===== src/common/dac_fault_pkg.sv =====
package dac_fault_pkg;
    // Channel and word geometry
    localparam int NUM_CH = 5;
    localparam int CODE_W = 16;
    localparam int SPAN_W = 4;
    localparam int CMD_W = 4;
    localparam int WORD_W = 24;
    localparam int ECHO_W = 32;
    localparam int FLAG_W = 8;
    localparam int CFG_W = 4;
    localparam logic [4:0] BITS_SHORT = 5'h18;
    localparam logic [4:0] BITS_LAST = 5'h1F;

    // Command codes
    localparam logic [CMD_W-1:0] CMD_WR_N = 4'h0;
    localparam logic [CMD_W-1:0] CMD_UPD_N = 4'h1;
    localparam logic [CMD_W-1:0] CMD_WR_N_UPD_ALL = 4'h2;
    localparam logic [CMD_W-1:0] CMD_WR_N_UPD_N = 4'h3;
    localparam logic [CMD_W-1:0] CMD_PD_N = 4'h4;
    localparam logic [CMD_W-1:0] CMD_PD_CHIP = 4'h5;
    localparam logic [CMD_W-1:0] CMD_SPAN_N = 4'h6;
    localparam logic [CMD_W-1:0] CMD_CONFIG = 4'h7;
    localparam logic [CMD_W-1:0] CMD_WR_ALL = 4'h8;
    localparam logic [CMD_W-1:0] CMD_UPD_ALL = 4'h9;
    localparam logic [CMD_W-1:0] CMD_WR_ALL_UPD_ALL = 4'hA;
    localparam logic [CMD_W-1:0] CMD_SPAN_ALL = 4'hB;

    // Configuration bit positions
    localparam int CFG_RD = 0;
    localparam int CFG_TS = 1;
    localparam int CFG_PL = 2;
    localparam int CFG_OC = 3;

    // Span codes
    localparam logic [SPAN_W-1:0] SPAN_HIZ = 4'h0;
    localparam logic [SPAN_W-1:0] SPAN_100MA = 4'h3;
    localparam logic [SPAN_W-1:0] SPAN_200MA = 4'h4;
    localparam logic [SPAN_W-1:0] SPAN_300MA = 4'h5;
    localparam logic [SPAN_W-1:0] SPAN_NEG = 4'h8;

    // Flag positions in the status byte
    localparam int FLAG_OVT = 5;
    localparam int FLAG_PWR = 6;
    localparam int FLAG_LEN = 7;

    // APB register offsets and status fields
    localparam logic [7:0] REG_STATUS = 8'h00;
    localparam logic [7:0] REG_CONFIG = 8'h04;
    localparam logic [7:0] REG_POWER = 8'h08;
    localparam logic [7:0] REG_SPAN = 8'h0C;
    localparam int ST_SHUTDOWN = 8;
    localparam int ST_ALARM = 9;
    localparam int ST_PIN = 10;
    localparam int PW_REF = 5;
    localparam int PW_WAKE = 6;

    // Pin input indices in the synchroniser bank
    localparam int IN_SEL = 0;
    localparam int IN_SCK = 1;
    localparam int IN_SDI = 2;
    localparam int IN_OPEN = 3;
    localparam int IN_PWR = 8;
    localparam int IN_OVT = 13;
    localparam int IN_COOL = 14;
    localparam int IN_PIN = 15;
    localparam int IN_W = 16;
    localparam logic [IN_W-1:0] IN_IDLE = 16'h8001;

    // Wake-up settling times
    localparam int CLK_PERIOD_PS = 25000;
    localparam int WAKE_CH_US = 30;
    localparam int WAKE_CHIP_US = 35;
    localparam int WAKE_W = 11;
    localparam int WAKE_CH_CYC = (WAKE_CH_US * 1000000 + CLK_PERIOD_PS - 1) / CLK_PERIOD_PS;
    localparam int WAKE_CHIP_CYC = (WAKE_CHIP_US * 1000000 + CLK_PERIOD_PS - 1) / CLK_PERIOD_PS;
endpackage : dac_fault_pkg


===== src/logic/dac_fault_config_powerdown.sv =====
`timescale 1ns/1ps
module dac_fault_config_powerdown #(
    parameter int ADDR_W = 8
) (
    input  wire logic                                              core_clk_in,
    input  wire logic                                              reset_n_in,
    input  wire logic                                              clk_en_in,
    input  wire logic                                              psel_in,
    input  wire logic                                              penable_in,
    input  wire logic                                              pwrite_in,
    input  wire logic [ADDR_W-1:0]                                 paddr_in,
    input  wire logic [31:0]                                       pwdata_in,
    output logic      [31:0]                                       prdata_out,
    output logic                                                   pready_out,
    output logic                                                   pslverr_out,
    input  wire logic                                              select_load_n_in,
    input  wire logic                                              sck_in,
    input  wire logic                                              sdi_in,
    output logic                                                   sdo_out,
    output logic                                                   sdo_oe_n_out,
    input  wire logic [dac_fault_pkg::NUM_CH-1:0]                  open_detect_in,
    input  wire logic [dac_fault_pkg::NUM_CH-1:0]                  power_over_in,
    input  wire logic                                              overtemp_in,
    input  wire logic                                              temp_recovered_in,
    input  wire logic                                              alarm_pin_in,
    output logic                                                   alarm_pin_out,
    output logic                                                   alarm_oe_n_out,
    output logic [dac_fault_pkg::NUM_CH*dac_fault_pkg::CODE_W-1:0] dac_code_out,
    output logic [dac_fault_pkg::NUM_CH*dac_fault_pkg::SPAN_W-1:0] span_out,
    output logic [dac_fault_pkg::NUM_CH-1:0]                       output_hiz_out,
    output logic [dac_fault_pkg::NUM_CH-1:0]                       neg_switch_out,
    output logic                                                   ref_powered_down_out,
    output logic                                                   ext_ref_select_out
);
    import dac_fault_pkg::*;

    logic [IN_W-1:0]   raw_in;
    logic [IN_W-1:0]   stab;
    logic [IN_W-1:0]   chg;
    logic [4:0]        bit_cnt_q;
    logic              seen32_q;
    logic [WORD_W-1:0] shift_q;
    logic [WORD_W-1:0] echo_q;
    logic [ECHO_W-1:0] sdo_sr_q;
    logic [FLAG_W-1:0] alarm_status_byte;
    logic [FLAG_W-1:0] fault_live;
    logic [FLAG_W-1:0] fault_prev_q;
    logic [CFG_W-1:0]  cfg_q;
    logic              shutdown_q;
    logic              alarm_q;
    logic              chip_pd_q;
    logic [WAKE_W-1:0] wake_cnt_q;
    logic [NUM_CH-1:0] pd_q;
    logic [NUM_CH-1:0] span_hi;
    logic [NUM_CH-1:0] pl_fold;
    logic [NUM_CH-1:0] upd_ch;
    logic [NUM_CH*SPAN_W-1:0] span_flat;
    logic              sel_rise;
    logic              sel_fall;
    logic              sck_rise;
    logic              sck_fall;
    logic              active;
    logic              len_ok;
    logic              len_bad;
    logic              exec;
    logic              alarm_set;
    logic              ovt_live;
    logic              wake_any;
    logic              apb_wr;
    logic              rd_valid_q;
    logic [CMD_W-1:0]  cmd;
    logic [3:0]        addr;
    logic [CODE_W-1:0] data;

    // Pin and detector levels into one synchroniser bank
    assign raw_in = {alarm_pin_in, temp_recovered_in, overtemp_in, power_over_in,
                     open_detect_in, sdi_in, sck_in, select_load_n_in};

    // Three-stage synchroniser; a change counts once stages two and three agree
    generate
        for (genvar i = 0; i < IN_W; i++)
        begin : g_sync
            logic meta_q;
            logic s2_q;
            logic s3_q;
            logic st_q;
            always_ff @(posedge core_clk_in or negedge reset_n_in)
            begin
                if (!reset_n_in)
                begin
                    meta_q <= IN_IDLE[i];
                    s2_q   <= IN_IDLE[i];
                    s3_q   <= IN_IDLE[i];
                    st_q   <= IN_IDLE[i];
                end
                else if (clk_en_in)
                begin
                    meta_q <= raw_in[i];
                    s2_q   <= meta_q;
                    s3_q   <= s2_q;
                    if (s2_q == s3_q)
                        st_q <= s3_q;
                end
            end
            assign stab[i] = st_q;
            assign chg[i]  = (s2_q == s3_q) && (s3_q != st_q);
        end
    endgenerate

    // Edge events of the serial pins
    assign sel_rise = chg[IN_SEL] && stab[IN_SEL] == 1'b0;
    assign sel_fall = chg[IN_SEL] && stab[IN_SEL] == 1'b1;
    assign sck_rise = chg[IN_SCK] && stab[IN_SCK] == 1'b0 && active;
    assign sck_fall = chg[IN_SCK] && stab[IN_SCK] == 1'b1 && active;
    assign active   = !stab[IN_SEL];

    // Length check: 24, or a whole multiple of 32
    assign len_ok  = seen32_q ? (bit_cnt_q == '0) : (bit_cnt_q == BITS_SHORT);
    assign len_bad = !len_ok && (seen32_q || bit_cnt_q != '0);
    assign exec    = sel_rise && len_ok;
    assign cmd     = shift_q[WORD_W-1 -: CMD_W];
    assign addr    = shift_q[CODE_W +: 4];
    assign data    = shift_q[CODE_W-1:0];

    // Bit counter and input shift register
    always_ff @(posedge core_clk_in or negedge reset_n_in)
    begin
        if (!reset_n_in)
        begin
            bit_cnt_q <= '0;
            seen32_q  <= 1'b0;
            shift_q   <= '0;
        end
        else if (clk_en_in)
        begin
            if (sel_fall)
            begin
                bit_cnt_q <= '0;
                seen32_q  <= 1'b0;
            end
            else if (sck_rise)
            begin
                bit_cnt_q <= bit_cnt_q + 5'h01;
                shift_q   <= {shift_q[WORD_W-2:0], stab[IN_SDI]};
                if (bit_cnt_q == BITS_LAST)
                    seen32_q <= 1'b1;
            end
        end
    end

    // Echo readback: status byte then the previous instruction
    always_ff @(posedge core_clk_in or negedge reset_n_in)
    begin
        if (!reset_n_in)
        begin
            echo_q   <= '0;
            sdo_sr_q <= '0;
        end
        else if (clk_en_in)
        begin
            if (sel_rise)
                echo_q <= shift_q;
            if (sel_fall)
                sdo_sr_q <= {alarm_status_byte, echo_q};
            else if (sck_fall)
                sdo_sr_q <= {sdo_sr_q[ECHO_W-2:0], 1'b0};
        end
    end
    assign sdo_out      = sdo_sr_q[ECHO_W-1];
    assign sdo_oe_n_out = !active;

    // Live fault conditions after the disable bits
    assign ovt_live = stab[IN_OVT] && !cfg_q[CFG_TS];
    generate
        for (genvar c = 0; c < NUM_CH; c++)
        begin : g_live
            assign span_hi[c] = span_flat[c*SPAN_W +: SPAN_W] == SPAN_200MA
                             || span_flat[c*SPAN_W +: SPAN_W] == SPAN_300MA;
            assign pl_fold[c] = stab[IN_PWR+c] && span_hi[c] && !cfg_q[CFG_PL];
        end
    endgenerate
    assign fault_live = {len_bad && sel_rise, |pl_fold, shutdown_q || ovt_live,
                         stab[IN_OPEN +: NUM_CH] & {NUM_CH{!cfg_q[CFG_OC]}}};

    // Thermal shutdown holds until the recovery level is reached or the TS disable bit is set
    always_ff @(posedge core_clk_in or negedge reset_n_in)
    begin
        if (!reset_n_in)
            shutdown_q <= 1'b0;
        else if (clk_en_in)
        begin
            if (ovt_live)
                shutdown_q <= 1'b1;
            else if (stab[IN_COOL] || cfg_q[CFG_TS])
                shutdown_q <= 1'b0;
        end
    end

    // Sticky status byte, re-armed from live levels each transaction
    always_ff @(posedge core_clk_in or negedge reset_n_in)
    begin
        if (!reset_n_in)
            alarm_status_byte <= '0;
        else if (clk_en_in)
        begin
            if (sel_fall)
                alarm_status_byte <= fault_live;
            else
                alarm_status_byte <= alarm_status_byte | fault_live;
        end
    end

    // Alarm pulls on any newly detected fault; select/load rise releases it
    assign alarm_set = |(fault_live & ~fault_prev_q);
    always_ff @(posedge core_clk_in or negedge reset_n_in)
    begin
        if (!reset_n_in)
        begin
            fault_prev_q <= '0;
            alarm_q      <= 1'b0;
        end
        else if (clk_en_in)
        begin
            fault_prev_q <= fault_live;
            if (alarm_set)
                alarm_q <= 1'b1;
            else if (sel_rise)
                alarm_q <= 1'b0;
        end
    end
    assign alarm_pin_out  = 1'b0;
    assign alarm_oe_n_out = !alarm_q;

    // Configuration bits from the serial command or from APB
    always_ff @(posedge core_clk_in or negedge reset_n_in)
    begin
        if (!reset_n_in)
            cfg_q <= '0;
        else if (clk_en_in)
        begin
            if (exec && cmd == CMD_CONFIG)
                cfg_q <= data[CFG_W-1:0];
            else if (apb_wr && paddr_in == REG_CONFIG)
                cfg_q <= pwdata_in[CFG_W-1:0];
        end
    end
    assign ext_ref_select_out = cfg_q[CFG_RD];

    // Per-channel code, span and power-down state
    generate
        for (genvar c = 0; c < NUM_CH; c++)
        begin : g_ch
            logic [CODE_W-1:0] in_code_q;
            logic [CODE_W-1:0] dac_code_q;
            logic [SPAN_W-1:0] span_q;
            logic              hit;
            logic              wr;
            logic              sp;
            assign hit = addr == 4'(c);
            assign wr  = exec && (((cmd == CMD_WR_N || cmd == CMD_WR_N_UPD_N
                         || cmd == CMD_WR_N_UPD_ALL) && hit)
                         || cmd == CMD_WR_ALL || cmd == CMD_WR_ALL_UPD_ALL);
            assign upd_ch[c] = exec && (((cmd == CMD_UPD_N || cmd == CMD_WR_N_UPD_N) && hit)
                         || cmd == CMD_UPD_ALL || cmd == CMD_WR_N_UPD_ALL
                         || cmd == CMD_WR_ALL_UPD_ALL);
            assign sp  = exec && ((cmd == CMD_SPAN_N && hit) || cmd == CMD_SPAN_ALL);
            always_ff @(posedge core_clk_in or negedge reset_n_in)
            begin
                if (!reset_n_in)
                begin
                    in_code_q  <= '0;
                    dac_code_q <= '0;
                    span_q     <= SPAN_HIZ;
                    pd_q[c]    <= 1'b0;
                end
                else if (clk_en_in)
                begin
                    if (wr)
                        in_code_q <= data;
                    if (upd_ch[c])
                        dac_code_q <= wr ? data : in_code_q;
                    if (pl_fold[c])
                        span_q <= SPAN_100MA;
                    else if (sp)
                        span_q <= data[SPAN_W-1:0];
                    if (upd_ch[c])
                        pd_q[c] <= 1'b0;
                    else if (exec && (cmd == CMD_PD_CHIP || (cmd == CMD_PD_N && hit)))
                        pd_q[c] <= 1'b1;
                end
            end
            assign dac_code_out[c*CODE_W +: CODE_W] = dac_code_q;
            assign span_flat[c*SPAN_W +: SPAN_W]    = span_q;
            assign neg_switch_out[c] = span_q == SPAN_NEG;
            assign output_hiz_out[c] = pd_q[c] || shutdown_q || span_q == SPAN_HIZ
                                    || span_q == SPAN_NEG;
        end
    endgenerate
    assign span_out = span_flat;

    // Reference power-down and wake-up settling counter
    assign wake_any = |(upd_ch & pd_q);
    always_ff @(posedge core_clk_in or negedge reset_n_in)
    begin
        if (!reset_n_in)
        begin
            chip_pd_q  <= 1'b0;
            wake_cnt_q <= '0;
        end
        else if (clk_en_in)
        begin
            if (|upd_ch)
                chip_pd_q <= 1'b0;
            else if (exec && cmd == CMD_PD_CHIP)
                chip_pd_q <= 1'b1;
            if (wake_any)
                wake_cnt_q <= chip_pd_q ? WAKE_W'(WAKE_CHIP_CYC) : WAKE_W'(WAKE_CH_CYC);
            else if (wake_cnt_q != '0)
                wake_cnt_q <= wake_cnt_q - 11'h001;
        end
    end
    assign ref_powered_down_out = chip_pd_q;

    // APB slave: read data captured in setup, zero-wait answer
    assign pready_out = clk_en_in && penable_in && rd_valid_q;
    assign apb_wr     = psel_in && penable_in && pready_out && pwrite_in;
    always_ff @(posedge core_clk_in or negedge reset_n_in)
    begin
        if (!reset_n_in)
        begin
            prdata_out  <= '0;
            pslverr_out <= 1'b0;
            rd_valid_q  <= 1'b0;
        end
        else if (clk_en_in)
        begin
            rd_valid_q  <= psel_in && !(penable_in && pready_out);
            pslverr_out <= 1'b0;
            case (paddr_in)
                REG_STATUS: prdata_out <= {21'h000000, stab[IN_PIN], alarm_q,
                                           shutdown_q, alarm_status_byte};
                REG_CONFIG: prdata_out <= {28'h0000000, cfg_q};
                REG_POWER:  prdata_out <= {25'h0000000, wake_cnt_q != '0, chip_pd_q, pd_q};
                REG_SPAN:   prdata_out <= {12'h000, span_flat};
                default:
                begin
                    prdata_out  <= '0;
                    pslverr_out <= 1'b1;
                end
            endcase
        end
    end
endmodule : dac_fault_config_powerdown


===== config.mk =====
export PLATFORM = sky130hd
export DESIGN_NAME = dac_fault_config_powerdown
export DESIGN_NICKNAME = d
export VERILOG_FILES = /design/src/common/dac_fault_pkg.sv /design/src/logic/dac_fault_config_powerdown.sv
export SDC_FILE = /design/constraint.sdc
export NUM_CORES = 1
export LEC_CHECK = 0
export BUFFER_PORTS_ARGS = -buffer_cell sky130_fd_sc_hd__clkbuf_2
export CELL_PAD_IN_SITES_DETAIL_PLACEMENT = 1
export CELL_PAD_IN_SITES_GLOBAL_PLACEMENT = 1
export CORE_UTILIZATION = 50
export DETAILED_ROUTE_END_ITERATION = 10
export GPL_TIMING_DRIVEN = 0
export PLACE_DENSITY = 0.95
export REMOVE_ABC_BUFFERS = 1
export SLEW_MARGIN = 25
export SYNTH_ARGS = -nofsm -noshare
export SYNTH_HDL_FRONTEND = slang
export SYNTH_SLANG_ARGS = --single-unit

===== constraint.sdc =====
create_clock -name core_clk_in -period 5.01 [get_ports core_clk_in]
set_input_delay 0.7515 -clock core_clk_in [delete_from_list [all_inputs] [get_ports core_clk_in]]
set_output_delay 0.7515 -clock core_clk_in [all_outputs]
set_load 0.005 [all_outputs]

==> report_table.html, run 1 <==
<table>
<tr><th>Metric</th><th>Value</th></tr>
<tr><th colspan="2">Final layout</th></tr>
<tr><td>Synth-to-layout area growth</td><td>16.4%</td></tr>
<tr><td>Filler instances</td><td>3,485</td></tr>
<tr><td>Post-Route Utilization</td><td>between 50% and 60%</td></tr>
<tr><td>Net count reported at finish</td><td>1,673</td></tr>
<tr><td>Share of cells above drive strength 1</td><td>28.7%</td></tr>
<tr><td>Finished Layout Cells</td><td>2,085</td></tr>
<tr><td>Final non-filler cell area</td><td>around 0.020 mm^2</td></tr>
<tr><td>Number of antenna diodes</td><td>0</td></tr>
<tr><th colspan="2">Power and ir drop</th></tr>
<tr><td>Comb pwr share</td><td>14.3%</td></tr>
<tr><td>Power after layout</td><td>8.58 mW</td></tr>
<tr><td>Share of total power in sequential cells</td><td>46.7%</td></tr>
<tr><td>Leakage component of the power</td><td>9.31 nW</td></tr>
<tr><td>Max IR drop VDD</td><td>0.000265 V</td></tr>
<tr><td>Power Density</td><td>about 430 mW/mm^2</td></tr>
<tr><td>Proportion of power drawn by the clock network</td><td>39.0%</td></tr>
<tr><td>Internal Pwr Total</td><td>6.11 mW</td></tr>
<tr><td>Sw Share</td><td>between 20% and 30%</td></tr>
<tr><td>Sw power</td><td>about 2.5 mW</td></tr>
<tr><th colspan="2">Logic synthesis</th></tr>
<tr><td>Total of flip-flops plus latches after synthesis</td><td>391</td></tr>
<tr><td>Synth cell types</td><td>76</td></tr>
<tr><td>FFs w/ async S/R, synth</td><td>100%</td></tr>
<tr><td>Leading area contributor after synthesis</td><td>dfrtp_1</td></tr>
<tr><td>Synthesized area divided by synthesized cell count</td><td>11.7 um^2</td></tr>
<tr><td>Register area share after synthesis</td><td>57.0%</td></tr>
<tr><td>Synth top area cells</td><td>dfrtp_1 56%, mux2_2 11%, mux2i_1 6.6%</td></tr>
<tr><td>Area of the mapped netlist</td><td>0.0172 mm^2</td></tr>
<tr><td>EDFF count, synth</td><td>0</td></tr>
<tr><td>Area share of the largest cell type after synthesis</td><td>55.8%</td></tr>
<tr><td>Cell count after synthesis</td><td>1,472</td></tr>
<tr><td>Synth warn</td><td>0</td></tr>
<tr><td>Most instantiated flip-flop cell in the synthesis netlist</td><td>dfrtp_1</td></tr>
<tr><th colspan="2">Detailed routing</th></tr>
<tr><td>DR WL/cell</td><td>23.6 um</td></tr>
<tr><td>Vias per cell</td><td>around 6</td></tr>
<tr><td>Final antenna-violating net count</td><td>0</td></tr>
<tr><td>Sum of routed wire length over all layers</td><td>about 49,000 um</td></tr>
<tr><td>DRC marker count from the first detailed-route iteration</td><td>802</td></tr>
<tr><td>First-pass DRT Iterations</td><td>5</td></tr>
<tr><td>DRC</td><td>0</td></tr>
<tr><td>Via count</td><td>12,499</td></tr>
<tr><th colspan="2">Clock network</th></tr>
<tr><td>Total clock buffers created by CTS</td><td>42</td></tr>
<tr><td>Resize count post-CTS</td><td>0</td></tr>
<tr><td>Clock latency reported for the late side of the worst-skew pair</td><td>540 ps</td></tr>
<tr><td>Post-CTS setup buffers</td><td>0</td></tr>
<tr><td>Clock edge transition at the registers on the reported setup and hold paths</td><td>60 ps</td></tr>
<tr><td>Bufs on Longest Clock Path</td><td>3</td></tr>
<tr><td># H-tree levels</td><td>2</td></tr>
<tr><td>TritonCTS sink count</td><td>approximately 390</td></tr>
<tr><td>Count of hold buffers inserted by post-cts repair</td><td>0</td></tr>
<tr><td>CTS tree</td><td>yes</td></tr>
<tr><td>Clk root buf</td><td>clkbuf_16</td></tr>
<tr><th colspan="2">Setup path</th></tr>
<tr><td>Register-to-register setup slack</td><td>1620 ps</td></tr>
<tr><td>Standard cell with the maximum stage delay on the critical path</td><td>nor2_4</td></tr>
<tr><td>Category of the worst setup path capture point</td><td>register</td></tr>
<tr><td>Startpoint-to-endpoint class of the critical path</td><td>reg2reg</td></tr>
<tr><td>Crit path DAT</td><td>3800 ps</td></tr>
<tr><td>R2r endpoint</td><td>g_ch[1].in_code_q[10]</td></tr>
<tr><td>Required time of the critical path</td><td>5420 ps</td></tr>
<tr><td>Crit Reg-Reg Startpoint</td><td>bit_cnt_q[0]</td></tr>
<tr><td>Biggest fanout along the worst timing path</td><td>17</td></tr>
<tr><td>Crit-path max cell delay</td><td>790 ps</td></tr>
<tr><td>Sort of element at the start of the critical path</td><td>register</td></tr>
<tr><td>Depth of the worst register-to-register path</td><td>7</td></tr>
<tr><td>Cell-by-cell trace of the critical path</td><td>inv_1 &gt; ha_1 &gt; nor2b_1 &gt; o211ai_2 &gt; nor2_4 &gt; nand2_2 &gt; mux2_2</td></tr>
<tr><th colspan="2">Place</th></tr>
<tr><td>Pre-CTS setup slack</td><td>1700 ps</td></tr>
<tr><td>Number of placed cells counting well taps</td><td>2,010</td></tr>
<tr><td>Hpwl dp</td><td>about 31,000 um</td></tr>
<tr><td>Weighted congestion reported at the end of routability-driven placement</td><td>0.832</td></tr>
<tr><td>Area of placed instances</td><td>0.0185 mm^2</td></tr>
<tr><td>Buffers added on ports</td><td>170</td></tr>
<tr><th colspan="2">Floorplan</th></tr>
<tr><td>Count of boundary I/O pins</td><td>212</td></tr>
<tr><td>Core Region</td><td>roughly 0.034 mm^2</td></tr>
<tr><td>Horizontal extent of the die</td><td>187 um</td></tr>
<tr><td>Effective utilization at floorplan</td><td>~51%</td></tr>
<tr><td>Y dimension of the die</td><td>187 um</td></tr>
<tr><td>Rows</td><td>67</td></tr>
<tr><td>Die area</td><td>0.0351 mm^2</td></tr>
<tr><th colspan="2">STA</th></tr>
<tr><td>Setup repair after global routing missed its margin</td><td>false</td></tr>
<tr><td>Worst hold-check slack</td><td>235 ps</td></tr>
<tr><td>Number of hold violations in the final report</td><td>0</td></tr>
<tr><td>Setup violations, final</td><td>0</td></tr>
<tr><td>Clk_skew</td><td>roughly 18 ps</td></tr>
<tr><td>Setup TNS after final layout</td><td>0 ps</td></tr>
<tr><td>Post-route fraction of the period consumed by the critical path</td><td>67.7%</td></tr>
<tr><td>Worst rel slew slack</td><td>32.7%</td></tr>
<tr><td>Maximum clock frequency</td><td>295 MHz</td></tr>
<tr><td>Fin crit period</td><td>3390 ps</td></tr>
<tr><td>Final Max Tran Viols</td><td>0</td></tr>
<tr><td>Setup slack after layout</td><td>1620 ps</td></tr>
<tr><td>Least-Margin Pin Slew</td><td>1010 ps</td></tr>
<tr><th colspan="2">GRT</th></tr>
<tr><td>Total global routing track utilization</td><td>28.7%</td></tr>
<tr><td>Vias in the first global route</td><td>13,953</td></tr>
<tr><td>Total overflow reported by the global router</td><td>0</td></tr>
<tr><td>Wire length of the first global-routing pass</td><td>79,400 um</td></tr>
<tr><td>Initial antenna violation count</td><td>0</td></tr>
<tr><td>Largest net degree at the start of global routing</td><td>89</td></tr>
<tr><th colspan="2">Min path</th></tr>
<tr><td>Worst min-delay path class</td><td>in2async</td></tr>
<tr><th colspan="2">Job</th></tr>
<tr><td>Max-capacitance violation count</td><td>0</td></tr>
<tr><th colspan="2">Status</th></tr>
<tr><td>Outcome</td><td>finished clean</td></tr>
</table>
==> metal layers <==
metal,vias to the layer above,share of wire [%],track usage (%)
met3,129,4.4,3.83
met1,6523,39,34.6
met2,418,53,52.7
met4,0,3.2,9.66
met5,-,0,0
li1,5429,-,-
==> kinds of logic (layout without fill, tap and decap cells) <==
logic type / count (synthesis) / after routing / synth area share (%)
DFF: 391 / 391 / 57.0
AOI/OAI and AO/OA: 313 / 313 / 10.8
and+or+nand+nor: 308 / 308 / 9.16
muxes: 284 / 284 / 18.1
buffers and inverters: 164 / 317 / 4.32
xor gates and xnor gates: 7 / 7 / 0.357
adders and majority gates: 4 / 4 / 0.291
other: 1 / 13 / 0.0218
==> cell usage in the layout, fill, tap and decap left out, types with 13 or more instances in the layout <==
master / netlist / final
o21ai_0: 108 / 108
conb_1: 1 / 13
a21oi_1: 119 / 119
clkbuf_2: 0 / 169
a22o_1: 13 / 13
inv_1: 54 / 54
clkbuf_16: 0 / 43
mux2i_1: 113 / 113
nand2_1: 92 / 92
clkbuf_8: 0 / 15
mux2_2: 166 / 166
nor2_1: 101 / 101
dfrtp_1: 383 / 383
==> area by class of cell <==
type,instances,area [um^2],share of cell area [%]
multi-input combinational,929,6780,33.9
tap,448,561,2.80
timing repair buffer,188,1180,5.89
clock buffer,63,1280,6.40
sequential,391,9790,48.9
clock inverter,11,213,1.06
inverter,55,206,1.03
==> registers in the layout, indices dropped and copies added (netlist names) <==
signal                cells
prdata_out               20
g_sync.st_q              15
alarm_status_byte         8
bit_cnt_q                 5
g_ch.in_code_q           80
g_sync.meta_q            16
sdo_sr_q                 32
g_sync.s3_q              16
wake_cnt_q               11
fault_prev_q              8
seen32_q                  1
cfg_q                     4
alarm_q                   1
ref_powered_down_out      1
shutdown_q                1
pd_q                      5
rd_valid_q                1
shift_q                  24
g_ch.dac_code_q          80
pslverr_out               1
sdo_oe_n_out              1
g_sync.s2_q              16
echo_q                   24
g_ch.span_q              20
==> worst max path at each step <==
stage	endpoint	slack, ps	from
after floorplan	sdo_sr_q[10]	-2000	sdo_oe_n_out
after global placement	g_ch[2].dac_code_q[11]	-5150	reset_n_in
after detailed placement	g_ch[1].in_code_q[1]	1700	bit_cnt_q[0]
after CTS	g_ch[1].in_code_q[9]	1620	bit_cnt_q[0]
after global routing	g_ch[1].in_code_q[10]	1420	bit_cnt_q[0]
final	g_ch[1].in_code_q[10]	1620	bit_cnt_q[0]
==> worst max-delay path: cells and delay by family, from the launching register on <==
kind | cells | cell delay (ps)
AND/OR/NAND/NOR | 3 | 1620
AO/OA/AOI/OAI | 1 | 520
multiplexers | 1 | 410
buffers and inverters | 1 | 90
flip-flops | 1 | 430
adder cells (fa/ha/maj) | 1 | 170
==> power groups by stage <==
stage               registers [mW]  logic (mW)  clock network [mW]
floorplan                     3.84       0.751                   0
global placement              3.98        1.03                   0
detailed placement            4.03        1.18                   0
CTS                           3.99        1.22                3.39
global route                  4.05        1.36                3.50
finish                        4.01        1.23                3.34
==> synth_stat cells (3+ instances only) <==
master,count
a22oi_1,5
nor4b_2,3
nand4_1,4
buf_4,20
dfstp_2,8
mux2_2,166
mux4_2,4
o211ai_1,5
inv_1,54
ha_1,4
nor4b_1,5
a31oi_1,7
nor4_1,4
clkbuf_1,55
o22a_1,10
a22o_1,13
nand2_2,4
buf_2,29
o21ai_0,108
nand2_1,92
o2bb2ai_1,8
o21a_1,3
nor3b_1,4
nor2_1,101
nor2b_1,7
o41ai_1,3
nor3_1,11
and2_1,8
buf_1,3
nand3_1,10
a21o_1,4
o31ai_1,5
or4b_1,4
a21oi_1,119
or4_1,6
nand2b_1,10
o22ai_1,5
mux2i_1,113
dfrtp_1,383
or3_1,12
and3b_1,3
nor2_4,5
xnor2_1,5
Note: power is estimated with default switching activity, not from simulation.
==> run 2, diff against run 1 <==
Settings changed: CORE_UTILIZATION 50 to 42, PLACE_DENSITY 0.95 to 0.86.
Clock period 5.01 ns to 2.7 ns, I/O delays scaled along.
==> run 2 against run 1 <==
Against the previous run:
- setup slack lost 1500 ps
- cell count grew 4.6%
- critical path depth is the same
- global-route usage fell by 5.6 points
- non-clock buffer count up 15
- count of clock-buffer cells in the layout shrank 2
- first-iteration DRC count shrank 27%
- design area up 1.4%
- clock skew rose by 5.9 ps
- largest power group unchanged
==> report_table.html, run 2 (synthesized netlist as in run 1, its figures left out) <==
<table>
<tr><th>Metric</th><th>Value</th></tr>
<tr><th colspan="2">Power and ir drop</th></tr>
<tr><td>Leakage component of the power</td><td>9.39 nW</td></tr>
<tr><td>Power Density</td><td>781 mW/mm^2</td></tr>
<tr><td>Max IR drop VDD</td><td>0.000452 V</td></tr>
<tr><td>Power after layout</td><td>between 15 and 20 mW</td></tr>
<tr><th colspan="2">Setup path</th></tr>
<tr><td>Required time of the critical path</td><td>3130 ps</td></tr>
<tr><td>Biggest fanout along the worst timing path</td><td>13</td></tr>
<tr><td>Startpoint-to-endpoint class of the critical path</td><td>reg2reg</td></tr>
<tr><td>Category of the worst setup path capture point</td><td>register</td></tr>
<tr><td>Crit path DAT</td><td>approximately 3000 ps</td></tr>
<tr><td>Sort of element at the start of the critical path</td><td>register</td></tr>
<tr><th colspan="2">STA</th></tr>
<tr><td>Worst rel slew slack</td><td>about two fifths</td></tr>
<tr><td>Setup violations, final</td><td>0</td></tr>
<tr><td>Setup slack after layout</td><td>101 ps</td></tr>
<tr><td>Least-Margin Pin Slew</td><td>891 ps</td></tr>
<tr><td>Final Max Tran Viols</td><td>0</td></tr>
<tr><td>Setup TNS after final layout</td><td>0 ps</td></tr>
<tr><td>Fin crit period</td><td>~2600 ps</td></tr>
<tr><td>Maximum clock frequency</td><td>slightly below 400 MHz</td></tr>
<tr><td>Number of hold violations in the final report</td><td>0</td></tr>
<tr><td>Post-route fraction of the period consumed by the critical path</td><td>between 90% and 100%</td></tr>
<tr><td>Clk_skew</td><td>23.6 ps</td></tr>
<tr><th colspan="2">Detailed routing</th></tr>
<tr><td>DR WL/cell</td><td>21.6 um</td></tr>
<tr><td>DRC</td><td>0</td></tr>
<tr><td>Via count</td><td>12,157</td></tr>
<tr><td>Final antenna-violating net count</td><td>0</td></tr>
<tr><td>First-pass DRT Iterations</td><td>5</td></tr>
<tr><td>Vias per cell</td><td>5.58</td></tr>
<tr><td>DRC marker count from the first detailed-route iteration</td><td>slightly below 600</td></tr>
<tr><td>Sum of routed wire length over all layers</td><td>47,000 um</td></tr>
<tr><th colspan="2">Job</th></tr>
<tr><td>Max-capacitance violation count</td><td>0</td></tr>
<tr><th colspan="2">Final layout</th></tr>
<tr><td>Post-Route Utilization</td><td>50.7%</td></tr>
<tr><td>Top library cells by usage in the layout, fill and taps aside</td><td>383 x dfrtp_1, 168 x clkbuf_2, 166 x mux2_2, 119 x a21oi_1, 113 x mux2i_1</td></tr>
<tr><td>Filler instances</td><td>4,172</td></tr>
<tr><td>Registers with the highest flip-flop counts</td><td>g_ch.dac_code_q: 80 flops, g_ch.in_code_q: 80 flops, sdo_sr_q: 32 flops</td></tr>
<tr><td>Number of antenna diodes</td><td>0</td></tr>
<tr><td>Net count reported at finish</td><td>1,689</td></tr>
<tr><td>Share of cells above drive strength 1</td><td>29.7%</td></tr>
<tr><td>Synth-to-layout area growth</td><td>18.1%</td></tr>
<tr><td>Most common library cell in the layout ignoring fill and taps</td><td>dfrtp_1</td></tr>
<tr><th colspan="2">Place</th></tr>
<tr><td>Buffers added on ports</td><td>170</td></tr>
<tr><td>Weighted congestion reported at the end of routability-driven placement</td><td>~0.8</td></tr>
<tr><td>Hpwl dp</td><td>30,300 um</td></tr>
<tr><td>Pre-CTS setup slack</td><td>-671 ps</td></tr>
<tr><th colspan="2">Floorplan</th></tr>
<tr><td>Y dimension of the die</td><td>approximately 200 um</td></tr>
<tr><td>Effective utilization at floorplan</td><td>43.0%</td></tr>
<tr><td>Die area</td><td>0.0417 mm^2</td></tr>
<tr><td>Horizontal extent of the die</td><td>approximately 200 um</td></tr>
<tr><td>Count of boundary I/O pins</td><td>212</td></tr>
<tr><td>Core Region</td><td>0.0400 mm^2</td></tr>
<tr><td>Rows</td><td>73</td></tr>
<tr><th colspan="2">Clock network</th></tr>
<tr><td>Clock edge transition at the registers on the reported setup and hold paths</td><td>60 ps</td></tr>
<tr><td>TritonCTS sink count</td><td>about 390</td></tr>
<tr><td># H-tree levels</td><td>2</td></tr>
<tr><td>Clk root buf</td><td>clkbuf_16</td></tr>
<tr><td>Total clock buffers created by CTS</td><td>43</td></tr>
<tr><td>Bufs on Longest Clock Path</td><td>3</td></tr>
<tr><td>CTS tree</td><td>yes</td></tr>
<tr><td>Clock latency reported for the late side of the worst-skew pair</td><td>570 ps</td></tr>
<tr><th colspan="2">GRT</th></tr>
<tr><td>Total overflow reported by the global router</td><td>0</td></tr>
<tr><td>Largest net degree at the start of global routing</td><td>91</td></tr>
<tr><td>Total global routing track utilization</td><td>between 20% and 30%</td></tr>
<tr><td>Wire length of the first global-routing pass</td><td>75,100 um</td></tr>
<tr><td>Vias in the first global route</td><td>between 10,000 and 15,000</td></tr>
<tr><td>Initial antenna violation count</td><td>1</td></tr>
<tr><th colspan="2">Status</th></tr>
<tr><td>Outcome</td><td>finished clean</td></tr>
<tr><th colspan="2">Min path</th></tr>
<tr><td>Worst min-delay path class</td><td>in2reg</td></tr>
</table>
[run 2: cell count changes in the layout (fill, tap and decap cells not counted), moves of 2 or more]
cell,before,now
clkinv_2,3,5
clkinvlp_4,0,4
clkbuf_1,7,5
buf_4,5,18
buf_12,4,6
bufinv_16,6,4
[run 2: path summary, 6_finish.rpt]
check / startpoint / to / slack [ps] / cells past startpoint
setup / recovery: shift_q[17] / wake_cnt_q[3] / 100 / 7
hold / removal: select_load_n_in / g_sync[0].meta_q / 80 / 2
setup reg to reg: shift_q[17] / wake_cnt_q[3] / 100 / 7
hold reg to reg: g_sync[15].s3_q / g_sync[15].s3_q / 480 / 2
max in group asynchronous: reset_n_in / g_ch[2].in_code_q[11] / 1040 / 5
min in group asynchronous: reset_n_in / g_sync[5].s3_q / 250 / 2
[run 2: timing repair]
item,CTS,global route
setup buffers,9,4
resized for setup,0,3
endpoints found under the setup margin,161,27
pin swaps,6,1
hold buffers,1,0
endpoints found under the hold margin,82,0
[run 2: power breakdown]
| part | total, mW | internal, mW | switching, mW |
|---|---|---|---|
| Sequential | 7.42 | 6.55 | 0.872 |
| Combinational | 2.26 | 0.978 | 1.29 |
| Clock | 6.16 | 3.70 | 2.46 |
| Total | 15.8 | 11.2 | 4.62 |
[run 2: per-layer routing]
metal  part of all wire, %  global-route usage, %  vias to the layer above  wire [um]
met2                    51                   40.7                      305      24200
met5                     0                      0                        -          0
li1                      -                      -                     5477          -
met1                    41                   28.8                     6301      19200
met3                   5.3                   4.42                       74       2500
met4                   2.3                   6.34                        0       1080
[run 2: cell type report]
type	count	area (um^2)	share of cell area, %
Clock inverter	16	209	1.03
Tap cell	525	657	3.24
Clock buffer	61	1280	6.33
Multi-Input combinational cell	929	6810	33.5
Inverter	55	206	1.02
Timing Repair Buffer	203	1340	6.59
Sequential cell	391	9790	48.3
[run 2: through the flow]
stage                     std cells  hold slack, ps  instance area [um^2]
after global placement         2070             458                 18200
after CTS                      2176            42.2                 20200
after global routing           2180            54.1                 20300
final                          2180            81.5                 20300
after detailed placement       2089             253                 18600
after floorplan                1375             109                 16700
[run 2: critical path, cell delays in order (launching register included)]
cell and delay [ps]:
dfrtp_1 510, or4b_2 710, o211ai_1 240, a222oi_1 140, buf_4 170, buf_4 150, a21o_2 230, a221o_1 320
==> run 3, diff against run 2 <==
==> constraint.sdc (replaced) <==
create_clock -name core_clk_in -period 2.7 [get_ports core_clk_in]
set_input_delay 0.135 -clock core_clk_in [delete_from_list [all_inputs] [get_ports core_clk_in]]
set_output_delay 0.135 -clock core_clk_in [all_outputs]
set_load 0.005 [all_outputs]
==> run 3 against run 2 <==
Against the previous run:
- fmax barely moved
- count of clock-buffer cells in the layout did not move
- combinational power rose by 2%
- clock skew fell by 3.1 ps
- register-to-register slack barely moved
- hold slack got worse by 30 ps
- sequential cell count did not move
- cell count rose by 1.1%
- largest power group unchanged
==> report_table.html, run 3 (synthesized netlist as in run 1, its figures left out) <==
<table>
<tr><th>Metric</th><th>Value</th></tr>
<tr><th colspan="2">Detailed routing</th></tr>
<tr><td>First-pass DRT Iterations</td><td>5</td></tr>
<tr><td>Via count</td><td>12,296</td></tr>
<tr><td>DRC</td><td>0</td></tr>
<tr><td>Vias per cell</td><td>between 5 and 6</td></tr>
<tr><td>DRC marker count from the first detailed-route iteration</td><td>slightly above 600</td></tr>
<tr><td>Final antenna-violating net count</td><td>0</td></tr>
<tr><td>Sum of routed wire length over all layers</td><td>approximately 48,000 um</td></tr>
<tr><td>DR WL/cell</td><td>21.7 um</td></tr>
<tr><th colspan="2">Min path</th></tr>
<tr><td>Source of the worst hold timing path</td><td>clk_en_in</td></tr>
<tr><td>Worst hold stages</td><td>2</td></tr>
<tr><td>Worst min-delay path class</td><td>in2reg</td></tr>
<tr><td>Sink of the worst hold path</td><td>g_sync[0].s3_q</td></tr>
<tr><th colspan="2">Clock network</th></tr>
<tr><td>Clock edge transition at the registers on the reported setup and hold paths</td><td>60 ps</td></tr>
<tr><td>Clk root buf</td><td>clkbuf_16</td></tr>
<tr><td>CTS tree</td><td>yes</td></tr>
<tr><td># H-tree levels</td><td>2</td></tr>
<tr><td>Total clock buffers created by CTS</td><td>43</td></tr>
<tr><td>Bufs on Longest Clock Path</td><td>3</td></tr>
<tr><td>TritonCTS sink count</td><td>391</td></tr>
<tr><td>Clock latency reported for the late side of the worst-skew pair</td><td>570 ps</td></tr>
<tr><th colspan="2">Place</th></tr>
<tr><td>Pre-CTS setup slack</td><td>-671 ps</td></tr>
<tr><td>Weighted congestion reported at the end of routability-driven placement</td><td>0.801</td></tr>
<tr><td>Area of placed instances</td><td>0.0186 mm^2</td></tr>
<tr><td>Hpwl dp</td><td>30,300 um</td></tr>
<tr><td>Buffers added on ports</td><td>170</td></tr>
<tr><th colspan="2">Setup path</th></tr>
<tr><td>WP buf/inv</td><td>2</td></tr>
<tr><td>Biggest fanout along the worst timing path</td><td>13</td></tr>
<tr><td>Crit-path max cell delay</td><td>~720 ps</td></tr>
<tr><td>Cell class contributing the biggest share of worst-path delay</td><td>compound AO/OA/AOI/OAI gates</td></tr>
<tr><td>Most numerous cell on the critical path</td><td>buf_4</td></tr>
<tr><td>Category of the worst setup path capture point</td><td>register</td></tr>
<tr><td>Sort of element at the start of the critical path</td><td>register</td></tr>
<tr><td>Path length in cells of the critical path</td><td>7</td></tr>
<tr><td>Depth of the worst register-to-register path</td><td>7</td></tr>
<tr><td>Startpoint-to-endpoint class of the critical path</td><td>reg2reg</td></tr>
<tr><td>Standard cell with the maximum stage delay on the critical path</td><td>or4b_2</td></tr>
<tr><td>Cell-by-cell trace of the critical path</td><td>or4b_2 &gt; o211ai_1 &gt; a222oi_1 &gt; buf_4 &gt; buf_4 &gt; a21o_2 &gt; a221o_1</td></tr>
<tr><td>Crit path DAT</td><td>3030 ps</td></tr>
<tr><td>Crit Reg-Reg Startpoint</td><td>shift_q[17]</td></tr>
<tr><td>Required time of the critical path</td><td>3130 ps</td></tr>
<tr><td>Register-to-register setup slack</td><td>100 ps</td></tr>
<tr><td>R2r endpoint</td><td>wake_cnt_q[3]</td></tr>
<tr><th colspan="2">STA</th></tr>
<tr><td>Clk_skew</td><td>20.5 ps</td></tr>
<tr><td>Fin crit period</td><td>between 2000 and 3000 ps</td></tr>
<tr><td>Setup slack after layout</td><td>101 ps</td></tr>
<tr><td>Least-Margin Pin Slew</td><td>about 930 ps</td></tr>
<tr><td>Final Max Tran Viols</td><td>0</td></tr>
<tr><td>Setup violations, final</td><td>0</td></tr>
<tr><td>Setup TNS after final layout</td><td>0 ps</td></tr>
<tr><td>Number of hold violations in the final report</td><td>0</td></tr>
<tr><td>Maximum clock frequency</td><td>385 MHz</td></tr>
<tr><td>Post-route fraction of the period consumed by the critical path</td><td>96.3%</td></tr>
<tr><td>Worst rel slew slack</td><td>approximately two fifths</td></tr>
<tr><th colspan="2">Final layout</th></tr>
<tr><td>Share of cells above drive strength 1</td><td>29.2%</td></tr>
<tr><td>Combined area of the multi-input logic cells</td><td>0.00681 mm^2</td></tr>
<tr><td>Net count reported at finish</td><td>about 1,700</td></tr>
<tr><td>FF/Latch Area</td><td>between 0.009 and 0.01 mm^2</td></tr>
<tr><td>Final non-filler cell area</td><td>just over 0.02 mm^2</td></tr>
<tr><td>Most common library cell in the layout ignoring fill and taps</td><td>dfrtp_1</td></tr>
<tr><td>Registers with the highest flip-flop counts</td><td>g_ch.dac_code_q: 80 flops, g_ch.in_code_q: 80 flops, sdo_sr_q: 32 flops</td></tr>
<tr><td>Top library cells by usage in the layout, fill and taps aside</td><td>383 x dfrtp_1, 168 x clkbuf_2, 166 x mux2_2, 119 x a21oi_1, 113 x mux2i_1</td></tr>
<tr><td>Synth-to-layout area growth</td><td>19.5%</td></tr>
<tr><td>Filler instances</td><td>4,162</td></tr>
<tr><td>Number of antenna diodes</td><td>0</td></tr>
<tr><th colspan="2">Floorplan</th></tr>
<tr><td>Y dimension of the die</td><td>about 200 um</td></tr>
<tr><td>Die area</td><td>0.0417 mm^2</td></tr>
<tr><td>Rows</td><td>73</td></tr>
<tr><td>Effective utilization at floorplan</td><td>43.0%</td></tr>
<tr><td>Core Region</td><td>0.0400 mm^2</td></tr>
<tr><td>Count of boundary I/O pins</td><td>approximately 210</td></tr>
<tr><td>Horizontal extent of the die</td><td>204 um</td></tr>
<tr><th colspan="2">GRT</th></tr>
<tr><td>Largest net degree at the start of global routing</td><td>~90</td></tr>
<tr><td>Wire length of the first global-routing pass</td><td>~76,000 um</td></tr>
<tr><td>Total overflow reported by the global router</td><td>0</td></tr>
<tr><td>Total global routing track utilization</td><td>23.5%</td></tr>
<tr><td>Vias in the first global route</td><td>approximately 13,000</td></tr>
<tr><td>Initial antenna violation count</td><td>1</td></tr>
<tr><th colspan="2">Power and ir drop</th></tr>
<tr><td>Power after layout</td><td>15.9 mW</td></tr>
<tr><td>Max IR drop VDD</td><td>~0.00045 V</td></tr>
<tr><td>Power Density</td><td>775 mW/mm^2</td></tr>
<tr><td>Leakage component of the power</td><td>9.50 nW</td></tr>
<tr><th colspan="2">Status</th></tr>
<tr><td>Outcome</td><td>finished clean</td></tr>
<tr><th colspan="2">Job</th></tr>
<tr><td>Max-capacitance violation count</td><td>0</td></tr>
</table>
## run 3: cell type report
cell class | count | area share [%]
well taps | 525 | 3.20
flip-flops and latches | 391 | 47.7
clock inverters | 16 | 1.02
repair buffers | 228 | 7.73
multi-input cells | 929 | 33.1
clock buffers | 61 | 6.25
inverters | 55 | 1.00
## run 3: stage by stage
step           std cells  utilization [%]  hold slack, ps
6_report            2205             51.4            51.5
5_1_grt             2205             51.4            59.6
4_1_cts             2201             51.2            20.6
3_5_place_dp        2089             46.6           -17.3
3_3_place_gp        2070             45.5             371
2_1_floorplan       1375                -            -161
## run 3: timing repair
action | in CTS | in global routing
setup endpoints to repair | 161 | 27
pin swaps | 6 | 1
gates cloned | 0 | 0
hold buffers | 26 | 0
gates resized for setup | 0 | 3
endpoints found under the hold margin | 107 | 0
setup buffers | 9 | 4
## run 3: worst max path at each step
stage | start | end | slack [ps]
6_report | shift_q[17] | wake_cnt_q[3] | 100
5_1_grt | shift_q[20] | wake_cnt_q[6] | -30
4_1_cts | bit_cnt_q[0] | g_ch[3].dac_code_q[12] | -40
3_5_place_dp | bit_cnt_q[0] | g_ch[2].in_code_q[0] | -670
3_3_place_gp | reset_n_in | g_ch[2].dac_code_q[10] | -6990
2_1_floorplan | sdo_oe_n_out | sdo_sr_q[10] | -4310
## run 3: where the power goes
part	internal, mW	switching [mW]	leakage, nW
sequential	6.55	0.880	5.15
clock	3.70	2.48	0.727
combinational	1.00	1.30	3.62
total	11.3	4.66	9.50
## run 3: routing by layer
layer	vias up	GRT usage [%]	wire length, um
li1	5524	-	-
met1	6385	29.2	19700
met2	306	41.6	24700
met3	81	4.37	2320
met4	0	6.61	1170
met5	-	0	0
